--- config.mk ---
export PLATFORM = sky130hd
export DESIGN_NAME = snl_link
export DESIGN_NICKNAME = d
export VERILOG_FILES = /design/src/rtl/snl_pkg.sv /design/src/rtl/snl_stream_if.sv /design/src/rtl/snl_skid_buf.sv /design/src/rtl/snl_link.sv
export SDC_FILE = /design/constraint.sdc
export NUM_CORES = 1
export LEC_CHECK = 0
export BUFFER_PORTS_ARGS = -buffer_cell sky130_fd_sc_hd__clkbuf_2
export CAP_MARGIN = 40
export CORE_ASPECT_RATIO = 0.8
export CORE_MARGIN = 5
export CORE_UTILIZATION = 55
export CTS_CLUSTER_SIZE = 8
export DETAILED_ROUTE_END_ITERATION = 8
export PLACE_DENSITY = 0.85
export SLEW_MARGIN = 20
export SYNTH_ARGS = -nofsm -noshare
export SYNTH_HDL_FRONTEND = slang
export SYNTH_SLANG_ARGS = --single-unit
--- constraint.sdc ---
create_clock -name clk_i -period 2.55 [get_ports clk_i]
set_clock_uncertainty 0.1 [all_clocks]
set_input_delay 0.51 -clock clk_i [delete_from_list [all_inputs] [get_ports clk_i]]
set_output_delay 0.51 -clock clk_i [all_outputs]
set_load 0.02 [all_outputs]
--- src/rtl/snl_pkg.sv ---
// How it works
// [RULE1] Bytes travel NRZ over one shared pin.
// [RULE2] Bit period is 256 operating clock cycles.
// [RULE3] Receiver idles until low start bit.
// [RULE4] Stop bit not high means framing error.
// [RULE5] Frame-ok flag set on good stop, cleared otherwise.
// [RULE6] Far side provides pull-up on the pin.
// [RULE7] Idle pin is input with latch zero.
// [RULE8] Transmit shares receiver's bit timing generator. Code: tx_cnt_reg is its own counter; only tick() is shared.
// [RULE9] After sending, pin returns to input, data kept.
// [RULE10] Transceiver never services the watchdog timer.
// [RULE11] Controller must not stall the transceiver mid-character.
// [RULE12] Start, eight data LSB first, stop; mid-bit sampling.
// [RULE13] Zero drives low via direction; one releases pin.
`default_nettype none
package snl_pkg;
  localparam int unsigned SNL_BIT_CYCLES = 256;
  localparam int unsigned SNL_HALF_CYCLES = SNL_BIT_CYCLES / 2;
  localparam int unsigned SNL_DATA_BITS = 8;
  localparam int unsigned SNL_CNT_W = 8;
  localparam int unsigned SNL_IDX_W = 4;
  localparam logic [7:0] SNL_BYTE_RESET = 8'h00;
  localparam logic SNL_LATCH_VALUE = 1'b0;
  typedef enum logic [3:0] {
    SNL_IDLE = 4'h1,
    SNL_START = 4'h2,
    SNL_DATA = 4'h4,
    SNL_STOP = 4'h8
  } snl_state_t;
endpackage
`default_nettype wire

--- src/rtl/snl_stream_if.sv ---
`default_nettype none
interface snl_stream_if;
  logic valid;
  logic ready;
  logic [8:0] data;
  modport src (output valid, output data, input ready);
  modport dst (input valid, input data, output ready);
endinterface
`default_nettype wire

--- src/rtl/snl_skid_buf.sv ---
`default_nettype none
module snl_skid_buf #(
  parameter int unsigned WIDTH = 9
) (
  input wire logic clk_i,
  input wire logic reset_n_i,
  input wire logic ce_i,
  input wire logic in_valid_i,
  output logic in_ready_o,
  input wire logic [WIDTH-1:0] in_data_i,
  output logic out_valid_o,
  input wire logic out_ready_i,
  output logic [WIDTH-1:0] out_data_o
);
  logic [WIDTH-1:0] mem_reg [2];
  logic [WIDTH-1:0] mem_next [2];
  logic [1:0] cnt_reg, cnt_next;
  logic rd_reg, rd_next, wr_reg, wr_next;
  logic push, pop;

  always_comb begin
    push = in_valid_i && (cnt_reg != 2'd2);
    pop = (cnt_reg != 2'd0) && out_ready_i;
    mem_next = mem_reg;
    wr_next = wr_reg;
    rd_next = rd_reg;
    cnt_next = cnt_reg;
    if (push) begin
      mem_next[wr_reg] = in_data_i;
      wr_next = ~wr_reg;
    end
    if (pop) begin
      rd_next = ~rd_reg;
    end
    if (push && !pop) begin
      cnt_next = cnt_reg + 2'd1;
    end else if (pop && !push) begin
      cnt_next = cnt_reg - 2'd1;
    end
  end

  always_ff @(posedge clk_i) begin
    if (!reset_n_i) begin
      cnt_reg <= 2'd0;
      rd_reg <= 1'b0;
      wr_reg <= 1'b0;
      mem_reg[0] <= '0;
      mem_reg[1] <= '0;
    end else if (ce_i) begin
      cnt_reg <= cnt_next;
      rd_reg <= rd_next;
      wr_reg <= wr_next;
      mem_reg <= mem_next;
    end
  end

  assign in_ready_o = (cnt_reg != 2'd2);
  assign out_valid_o = (cnt_reg != 2'd0);
  assign out_data_o = mem_reg[rd_reg];
endmodule
`default_nettype wire

--- src/rtl/snl_link.sv ---
`default_nettype none
module snl_link #(
  parameter int unsigned BIT_CYCLES = snl_pkg::SNL_BIT_CYCLES
) (
  // Clock, reset, enable.
  input wire logic clk_i,
  input wire logic reset_n_i,
  input wire logic ce_i,
  // Serial line pin as three signals, plus the direction bit.
  input wire logic serial_line_pin_i,
  output logic serial_line_pin_o,
  output logic serial_line_pin_oe_o,
  output logic line_direction_bit_o,
  // Receive stream: byte plus frame-ok in bit 8.
  output logic rx_valid_o,
  input wire logic rx_ready_i,
  output logic [7:0] rx_data_o,
  output logic rx_frame_ok_o,
  // Transmit request.
  input wire logic send_byte_op_i,
  input wire logic [7:0] tx_data_i,
  output logic tx_busy_o,
  output logic tx_done_o,
  output logic rx_busy_o
);
  import snl_pkg::*;

  localparam logic [SNL_CNT_W-1:0] CNT_TOP = SNL_CNT_W'(BIT_CYCLES - 1);
  localparam logic [SNL_CNT_W-1:0] CNT_HALF = SNL_CNT_W'(BIT_CYCLES / 2 - 1);
  localparam logic [SNL_IDX_W-1:0] LAST_BIT = SNL_IDX_W'(SNL_DATA_BITS - 1);

  // Shared bit timing for both directions.
  function automatic logic tick(input logic [SNL_CNT_W-1:0] c);
    tick = (c == CNT_TOP);
  endfunction

  snl_stream_if rxs ();

  // Receive state.
  snl_state_t rx_st_reg, rx_st_next;
  logic [SNL_CNT_W-1:0] rx_cnt_reg, rx_cnt_next;
  logic [SNL_IDX_W-1:0] rx_idx_reg, rx_idx_next;
  logic [7:0] rx_sh_reg, rx_sh_next;
  logic rx_ok_reg, rx_ok_next;
  logic rx_hold_reg, rx_hold_next;
  logic rx_push;

  always_comb begin
    rx_st_next = rx_st_reg;
    rx_cnt_next = rx_cnt_reg + 1'b1;
    rx_idx_next = rx_idx_reg;
    rx_sh_next = rx_sh_reg;
    rx_ok_next = rx_ok_reg;
    rx_hold_next = rx_hold_reg;
    rx_push = 1'b0;
    case (rx_st_reg)
      SNL_IDLE: begin
        rx_cnt_next = '0;
        // No watchdog strobe leaves this block, so the wait for a start bit has no bound.
        if (!serial_line_pin_i && !tx_busy_o) begin // [RULE3] [RULE10]
          rx_st_next = SNL_START;
        end
      end
      SNL_START: begin
        // Re-check the start at mid-bit so a glitch is dropped.
        if (rx_cnt_reg == CNT_HALF) begin // [RULE12]
          rx_cnt_next = '0;
          rx_idx_next = '0;
          rx_st_next = serial_line_pin_i ? SNL_IDLE : SNL_DATA;
        end
      end
      SNL_DATA: begin
        if (tick(rx_cnt_reg)) begin // [RULE2]
          rx_cnt_next = '0;
          rx_sh_next = {serial_line_pin_i, rx_sh_reg[7:1]}; // [RULE12]
          rx_idx_next = rx_idx_reg + 1'b1;
          if (rx_idx_reg == LAST_BIT) begin
            rx_st_next = SNL_STOP;
          end
        end
      end
      SNL_STOP: begin
        // A full buffer holds the frame here; the stop level is kept from mid-bit, not from later.
        if (tick(rx_cnt_reg)) begin
          rx_cnt_next = rx_cnt_reg;
          if (!rx_hold_reg) begin
            rx_ok_next = serial_line_pin_i; // [RULE4]
          end
          if (rxs.ready) begin
            rx_push = 1'b1; // [RULE1] [RULE4]
            rx_hold_next = 1'b0;
            rx_st_next = SNL_IDLE; // [RULE3]
          end else begin
            rx_hold_next = 1'b1;
          end
        end
      end
      default: begin
        rx_st_next = SNL_IDLE;
      end
    endcase
  end

  assign rxs.valid = rx_push;
  assign rxs.data = {rx_hold_reg ? rx_ok_reg : serial_line_pin_i, rx_sh_reg}; // [RULE5]

  always_ff @(posedge clk_i) begin
    if (!reset_n_i) begin
      rx_st_reg <= SNL_IDLE;
      rx_cnt_reg <= '0;
      rx_idx_reg <= '0;
      rx_sh_reg <= SNL_BYTE_RESET;
      rx_ok_reg <= 1'b0;
      rx_hold_reg <= 1'b0;
    end else if (ce_i) begin
      rx_st_reg <= rx_st_next;
      rx_cnt_reg <= rx_cnt_next;
      rx_idx_reg <= rx_idx_next;
      rx_sh_reg <= rx_sh_next;
      rx_ok_reg <= rx_ok_next;
      rx_hold_reg <= rx_hold_next;
    end
  end

  logic buf_valid;
  logic buf_take;
  logic [8:0] buf_data;

  snl_skid_buf #(.WIDTH(9)) u_buf (
    .clk_i(clk_i),
    .reset_n_i(reset_n_i),
    .ce_i(ce_i),
    .in_valid_i(rxs.valid),
    .in_ready_o(rxs.ready),
    .in_data_i(rxs.data),
    .out_valid_o(buf_valid),
    .out_ready_i(buf_take),
    .out_data_o(buf_data)
  );

  // The output word reloads once taken or while the output is empty, so a registered output never shows a word twice.
  logic rx_valid_next;
  logic [8:0] rx_out_next;
  always_comb begin
    buf_take = !rx_valid_o || rx_ready_i;
    rx_valid_next = rx_valid_o;
    rx_out_next = {rx_frame_ok_o, rx_data_o};
    if (buf_take) begin
      rx_valid_next = buf_valid;
      rx_out_next = buf_data;
    end
  end

  // Transmit state.
  snl_state_t tx_st_reg, tx_st_next;
  logic [SNL_CNT_W-1:0] tx_cnt_reg, tx_cnt_next;
  logic [SNL_IDX_W-1:0] tx_idx_reg, tx_idx_next;
  logic [7:0] tx_sh_reg, tx_sh_next;
  logic dir_reg, dir_next, done_next;

  always_comb begin
    tx_st_next = tx_st_reg;
    tx_cnt_next = tx_cnt_reg + 1'b1;
    tx_idx_next = tx_idx_reg;
    tx_sh_next = tx_sh_reg;
    dir_next = dir_reg;
    done_next = 1'b0;
    case (tx_st_reg)
      SNL_IDLE: begin
        tx_cnt_next = '0;
        dir_next = 1'b0; // [RULE7]
        if (send_byte_op_i && rx_st_reg == SNL_IDLE) begin
          tx_sh_next = tx_data_i;
          dir_next = 1'b1; // [RULE13]
          tx_st_next = SNL_START;
        end
      end
      SNL_START: begin
        if (tick(tx_cnt_reg)) begin // [RULE8]
          tx_cnt_next = '0;
          tx_idx_next = '0;
          dir_next = ~tx_sh_reg[0]; // [RULE13]
          tx_st_next = SNL_DATA;
        end
      end
      SNL_DATA: begin
        if (tick(tx_cnt_reg)) begin
          tx_cnt_next = '0;
          tx_idx_next = tx_idx_reg + 1'b1;
          if (tx_idx_reg == LAST_BIT) begin
            dir_next = 1'b0; // [RULE12]
            tx_st_next = SNL_STOP;
          end else begin
            dir_next = ~tx_sh_reg[tx_idx_reg[2:0] + 3'd1]; // [RULE13]
          end
        end
      end
      SNL_STOP: begin
        if (tick(tx_cnt_reg)) begin
          dir_next = 1'b0; // [RULE9]
          done_next = 1'b1;
          tx_st_next = SNL_IDLE;
        end
      end
      default: begin
        tx_st_next = SNL_IDLE;
        dir_next = 1'b0;
      end
    endcase
  end

  always_ff @(posedge clk_i) begin
    if (!reset_n_i) begin
      tx_st_reg <= SNL_IDLE;
      tx_cnt_reg <= '0;
      tx_idx_reg <= '0;
      tx_sh_reg <= SNL_BYTE_RESET;
      dir_reg <= 1'b0;
      tx_done_o <= 1'b0;
      tx_busy_o <= 1'b0;
      rx_busy_o <= 1'b0;
      rx_valid_o <= 1'b0;
      rx_data_o <= SNL_BYTE_RESET;
      rx_frame_ok_o <= 1'b0;
    end else if (ce_i) begin
      tx_st_reg <= tx_st_next;
      tx_cnt_reg <= tx_cnt_next;
      tx_idx_reg <= tx_idx_next;
      tx_sh_reg <= tx_sh_next;
      dir_reg <= dir_next;
      tx_done_o <= done_next;
      tx_busy_o <= (tx_st_next != SNL_IDLE);
      rx_busy_o <= (rx_st_next != SNL_IDLE);
      rx_valid_o <= rx_valid_next;
      rx_data_o <= rx_out_next[7:0];
      rx_frame_ok_o <= rx_out_next[8]; // [RULE5]
    end
  end

  // The latch never leaves zero, so the pin is only ever pulled low.
  assign serial_line_pin_o = SNL_LATCH_VALUE; // [RULE7] [RULE9]
  assign serial_line_pin_oe_o = dir_reg; // [RULE13]
  assign line_direction_bit_o = dir_reg;
endmodule
`default_nettype wire

==> results.ini, run 1 <==
[synthesis]
async_reset_ff_share_pct=0
synthTopCellsByArea=dfxtp_1 42%, mux2i_1 8.1%, nor2_1 5.4%
ys.warnings.count=0
synth_top_area_share_pct=42.00
synth_cell_type_count=64
synth_cells=469
syn_area_mm2=0.004099
synth_edf_count=0
synth_flop_cell=dfxtp_1
yosysTopAreaCell=dfxtp_1
yosysSeqAreaShare_pct=42.00
yosys_register_bits=86
syn_area_per_cell_um2=8.740
synth_fp_nets=488

[route]
dr.pass1.iters=5
first_iter_violations=296
num_vias=3440
wl_per_cell_um=14.86
drc=0
via_per_inst=5.901
wirelength_um=8664
antenna_left=0

[placed_design]
gp_congestion=0.8771
place_ws_ns=0.3040
portBuffers=28
hpwl_um=5987
place_area_mm2=0.004312

[floorplan]
core-area_mm2=0.007322
io_pins=30
die_height_um=87.22
initial_core_util_pct=55.98
die_w_um=106.5
rows=28
dieArea_mm2=0.009290

[cts]
cts_root_buf=clkbuf_8
cts.sinks=86
cts_buffers=9
cts_buffer_depth=2
clk_pin_slew_ns=0.09
tritoncts=done
cts_resized=0
clk_latency_ns=0.36
cts_setup_buffers=0
ctsHtreeMaxLevel=3
cts_hold_buf=0

[sta]
max_freq_mhz=438.4
finalHoldViolCount=0
finalSetupViolations=0
worst_slack_ns=0.2688
rsz0062_at_grt=no
slew_viol_final=0
final.min_clock_period_ns=2.281
period_share_pct=89.46
fin_tns_setup_ns=0
worst_pin_slew_ns=0.6023
relSlewSlack_pct=59.79

[setup_path]
crit_fanout=10
start_kind=flop
crit_type=flop to flop
cp_data_arrival_time_ns=2.43
crit_required_ns=2.70
endpoint_kind=flop

[layout]
multi_input_area_mm2=0.002211
largest_reg_flops=18
syn_to_final_growth_pct=9.676
regArea_mm2=0.001722
final_area_mm2=0.004496
nets=507
nFillCells=586
drive_gt1_share_pct=14.81
fin_util_pct=61.40
diodes=0

[power]
clock_power_share_pct=35.2
pwr-share-seq_pct=55.6
swShare_pct=26.79
p_switching_mw=0.6746
p_leak_nw=1.673
internal-power_mw=1.843
power_density_mw_per_mm2=560.0
p_comb_share_pct=9.2
peakVddDrop_v=0.0004192

[global_routing]
use_met3_pct=6.079
met1_usage_pct=25.66
grt_pass1_wl_um=15050
grt.busiest_layer=met2
grt_pass1_vias=3289
use_met2_pct=31.97
gr-total-overflow=0
grt_antenna_before_repair=0
grt_max_degree=45
grt_usage_pct=19.89

[hold_path]
hold_class=input pin to flop

[job]
maxCapViolations=0

[status]
outcome=completed

[placed cells by master (no fill, tap or decap), types with 3 or more instances in the layout]
cell type   Yosys  layout
buf_4           3       8
nor3b_1         3       3
inv_1           3       3
nand4_1         8       8
clkbuf_8        0      10
mux2i_1        33      33
xnor2_1         6       6
a211oi_1       13      13
or3_1           3       3
a21o_1          3       3
and3_1          7       7
nor3_1          4       4
dfxtp_1        86      86
clkbuf_2        0      28
xor2_1          7       7
nand2b_1        5       5
ha_1            5       5
clkinvlp_4      0       5
and2_1          7       7
o21ai_0        13      13
o21a_1          3       3
o311ai_1        3       3
nor2_1         59      59
nor2b_1         6       6
a21oi_1        34      34
nand2_1        53      53
o21ai_1        10      10
nor4b_2         3       4
inv_2           4       4
nand3_1        14      14
[synth_stat cells, types with 8 or more instances]
library cell,number
a211oi_1,13
a21oi_1,34
clkbuf_1,17
dfxtp_1,86
mux2i_1,33
nand2_1,53
nand3_1,14
nand4_1,8
nor2_1,59
o21ai_0,13
o21ai_1,10
[path summary, 6_finish.rpt]
kind / start / endpoint / slack (ns) / cells past startpoint
max: rx_cnt_reg[0] / u_buf.mem_reg[10] / 0.27 / 6
min: tx_data_i[3] / tx_sh_reg[3] / 0.28 / 3
max reg2reg: rx_cnt_reg[0] / u_buf.mem_reg[10] / 0.27 / 6
min reg2reg: u_buf.mem_reg[15] / u_buf.mem_reg[15] / 0.36 / 2
[power by group through the flow]
| stage | registers (mW) | logic (mW) | clock network, mW |
|---|---|---|---|
| 6_report | 1.40 | 0.231 | 0.886 |
| 5_1_grt | 1.41 | 0.256 | 0.965 |
| 4_1_cts | 1.40 | 0.230 | 0.899 |
| 3_5_place_dp | 1.43 | 0.229 | 0 |
| 3_3_place_gp | 1.43 | 0.223 | 0 |
| 2_1_floorplan | 1.43 | 0.160 | 0 |
[stage by stage]
| stage | instances | power (mW) | hold slack [ns] |
|---|---|---|---|
| after detailed placement | 567 | 1.661 | 0.3512 |
| final | 583 | 2.518 | 0.2847 |
| after floorplan | 469 | 1.590 | 0.3312 |
| after CTS | 583 | 2.529 | 0.2721 |
| after global placement | 567 | 1.653 | 0.3385 |
| after global routing | 583 | 2.627 | 0.2795 |
[cells by family after synthesis]
| family | after synthesis | synth area share [%] |
|---|---|---|
| DFF | 86 | 42.00 |
| adders and majority gates | 5 | 1.526 |
| xor gates and xnor gates | 13 | 2.778 |
| buffers and inverters | 37 | 4.212 |
| muxes | 36 | 9.432 |
| other | 1 | 0.09149 |
| AOI/OAI and AO/OA | 102 | 15.81 |
| and+or+nand+nor | 189 | 24.15 |
[area by class of cell]
cell class / count / share of cell area, %
Sequential cell: 86 / 38.30
Inverter: 7 / 0.5845
Clock buffer: 10 / 3.062
Tap cell: 90 / 2.505
Clock inverter: 6 / 1.030
Multi-Input combinational cell: 346 / 49.18
Timing Repair Buffer: 38 / 5.344
[metal layers]
metal  vias up  routed length, um
li1       1699                  -
met1      1640               3953
met2        92               4137
met3         9                486
met4         0                 87
met5         -                  0
[worst max-delay path, cell delays in order, from the launching register on]
cell and delay, ns:
dfxtp_1 0.38, ha_1 0.21, nand3_1 0.14, or4_4 0.61, or3_1 0.54, nand2_1 0.13, a21oi_1 0.07
Power figures use the tool's default switching activity.
==> inputs of run 2 (changes only) <==
==> constraint.sdc (replaced) <==
create_clock -name clk_i -period 2.6 [get_ports clk_i]
set_clock_uncertainty 0.1 [all_clocks]
set_input_delay 0.52 -clock clk_i [delete_from_list [all_inputs] [get_ports clk_i]]
set_output_delay 0.52 -clock clk_i [all_outputs]
set_load 0.02 [all_outputs]
==> run 2 against run 1 <==
Sequential power about the same. Non-clock buffer count is the same. Clock power shrank 9.5%. Register-to-register slack gained 0.03 ns. First-iteration DRC count is 11% lower. Cell count is the same. Combinational power fell by 2%. Core utilization is 0.51 points lower. Hold slack better by 0.013 ns. Via count hardly changed.
==> results.ini, run 2 (same netlist as run 1, synthesis figures left out) <==
[hold_path]
hold_class=input pin to flop
hold_start=tx_data_i[3]
hold-path-cell-count=3  ; unchanged
min_to=tx_sh_reg[3]

[cts]
ctsHtreeMaxLevel=3  ; unchanged
clk_pin_slew_ns=0.08  ; about the same
cts_root_buf=clkbuf_8
tritoncts=done
cts_hold_buf=0  ; unchanged
cts_buffers=9  ; unchanged
cts_resized=0  ; unchanged
cts_buffer_depth=2  ; unchanged
clk_latency_ns=0.35  ; about the same
cts_setup_buffers=0  ; unchanged
cts.sinks=86  ; unchanged

[setup_path]
crit_required_ns=2.73  ; +0.03 ns
crit_fanout=10  ; unchanged
r2r_end=u_buf.mem_reg[14]
crit_family=simple AND/OR/NAND/NOR gates
crit_path_top_delay_cell=or4_4
r2r_cells=6  ; unchanged
crit_chain=ha_1 -> nand3_1 -> or4_4 -> or3_1 -> nand2_1 -> a21oi_1
r2r_setup_slack_ns=0.30  ; +0.03 ns
path_buf_inv=0  ; unchanged
crit_type=flop to flop
worst_r2r_startpoint=rx_cnt_reg[0]
start_kind=flop
endpoint_kind=flop
max_stage_delay_ns=0.61  ; about the same
cp_data_arrival_time_ns=2.44  ; about the same

[route]
wirelength_um=8785  ; +1.4%
antenna_left=0  ; unchanged
dr.pass1.iters=4  ; -1
first_iter_violations=262  ; -11%
drc=0  ; unchanged
via_per_inst=5.902  ; about the same
wl_per_cell_um=15.07  ; +1.4%
num_vias=3441  ; +0.029%

[power]
p_leak_nw=1.675  ; +0.14%
power_density_mw_per_mm2=538.8  ; -3.8%
peakVddDrop_v=0.0003672  ; -12%

[sta]
max_freq_mhz=433.9  ; -1.0%
worst_pin_slew_ns=0.5774  ; -0.02488 ns
relSlewSlack_pct=61.45  ; +1.7 points
period_share_pct=88.63  ; -0.83 points
final.min_clock_period_ns=2.305  ; +0.02326 ns
finalSetupViolations=0  ; unchanged
fin_tns_setup_ns=0  ; unchanged
rsz0062_at_grt=no
finalHoldViolCount=0  ; unchanged
slew_viol_final=0  ; unchanged

[layout]
diodes=0  ; unchanged
nFillCells=619  ; +5.6%
syn_to_final_growth_pct=8.761
drive_gt1_share_pct=14.20  ; -0.61 points
final_common_cell=dfxtp_1
regArea_mm2=0.001722  ; unchanged
stdcell_count=583  ; unchanged
mostFrequentLayoutCells=86 x dfxtp_1, 59 x nor2_1, 53 x nand2_1
nets=507  ; unchanged
largest_reg_flops=18  ; unchanged
multi_input_area_mm2=0.002211  ; unchanged

[placed_design]
placed_cells=567  ; unchanged
gp_congestion=0.8970  ; +2.3%
portBuffers=28  ; unchanged
hpwl_um=6065  ; +1.3%

[global_routing]
grt_pass1_wl_um=15530  ; +3.2%
grt_pass1_vias=3352  ; +1.9%
grt_antenna_before_repair=0  ; unchanged
grt_max_degree=53  ; +18%
gr-total-overflow=0  ; unchanged
grt_usage_pct=20.58  ; +0.70 points

[floorplan]
die_height_um=87.22  ; unchanged
io_pins=30  ; unchanged
dieArea_mm2=0.009290  ; unchanged
core-area_mm2=0.007322  ; unchanged
die_w_um=106.5  ; unchanged
rows=28  ; unchanged
initial_core_util_pct=55.98  ; unchanged

[status]
outcome=completed

[job]
maxCapViolations=0  ; unchanged

==> run 2: power breakdown <==
part	total (mW)	leakage (nW)	switching (mW)	internal, mW
Combinational	0.226	0.894	0.139	0.0866
Sequential	1.37	0.697	0.0310	1.34
Clock	0.802	0.0841	0.456	0.345
Total	2.40	1.68	0.626	1.78
==> run 2: final cells by class <==
cell class                      count  area share (%)
Inverter                            7          0.5894
Sequential cell                    86           38.62
Timing Repair Buffer               38           5.108
Clock buffer                       12           3.031
Multi-Input combinational cell    346           49.59
Tap cell                           90           2.526
Clock inverter                      4          0.5333
==> run 2: how the worst max path moves through the flow <==
| stage | startpoint | to | cells after the start | slack (ns) |
|---|---|---|---|---|
| 2_1_floorplan | rx_cnt_reg[0] | u_buf.cnt_reg[1] | 11 | 0.33 |
| 3_3_place_gp | rx_cnt_reg[0] | u_buf.mem_reg[11] | 6 | 0.40 |
| 3_5_place_dp | rx_cnt_reg[0] | u_buf.mem_reg[11] | 6 | 0.35 |
| 4_1_cts | rx_cnt_reg[0] | u_buf.mem_reg[14] | 6 | 0.31 |
| 5_1_grt | rx_cnt_reg[0] | u_buf.mem_reg[14] | 6 | 0.18 |
| 6_report | rx_cnt_reg[0] | u_buf.mem_reg[14] | 6 | 0.30 |
==> run 2: layer usage <==
metal	up-vias	global-route usage [%]	wire, um
met2	89	34.39	4159
met4	0	7.317	146
met5	-	0	0
li1	1701	-	-
met3	16	4.670	392
met1	1635	26.42	4086
==> run 2: per-stage QoR <==
stage	worst slack [ns]	hold WS [ns]	total power [mW]	utilization [%]	instance area, um^2
final	0.2955	0.2977	2.402	60.89	4458
after global routing	0.1848	0.3008	2.505	60.89	4458
after CTS	0.3086	0.2860	2.412	60.89	4458
after detailed placement	0.3489	0.3464	1.629	58.71	4299
after global placement	0.4008	0.3378	1.620	58.71	4299
after floorplan	0.3320	0.3312	1.560	-	4099
==> run 2: worst reg2reg max path, cell delays in order, from the launching register on <==
cell     delay (ns)
dfxtp_1        0.37
ha_1           0.21
nand3_1        0.14
or4_4          0.61
or3_1          0.54
nand2_1        0.15
a21oi_1        0.07
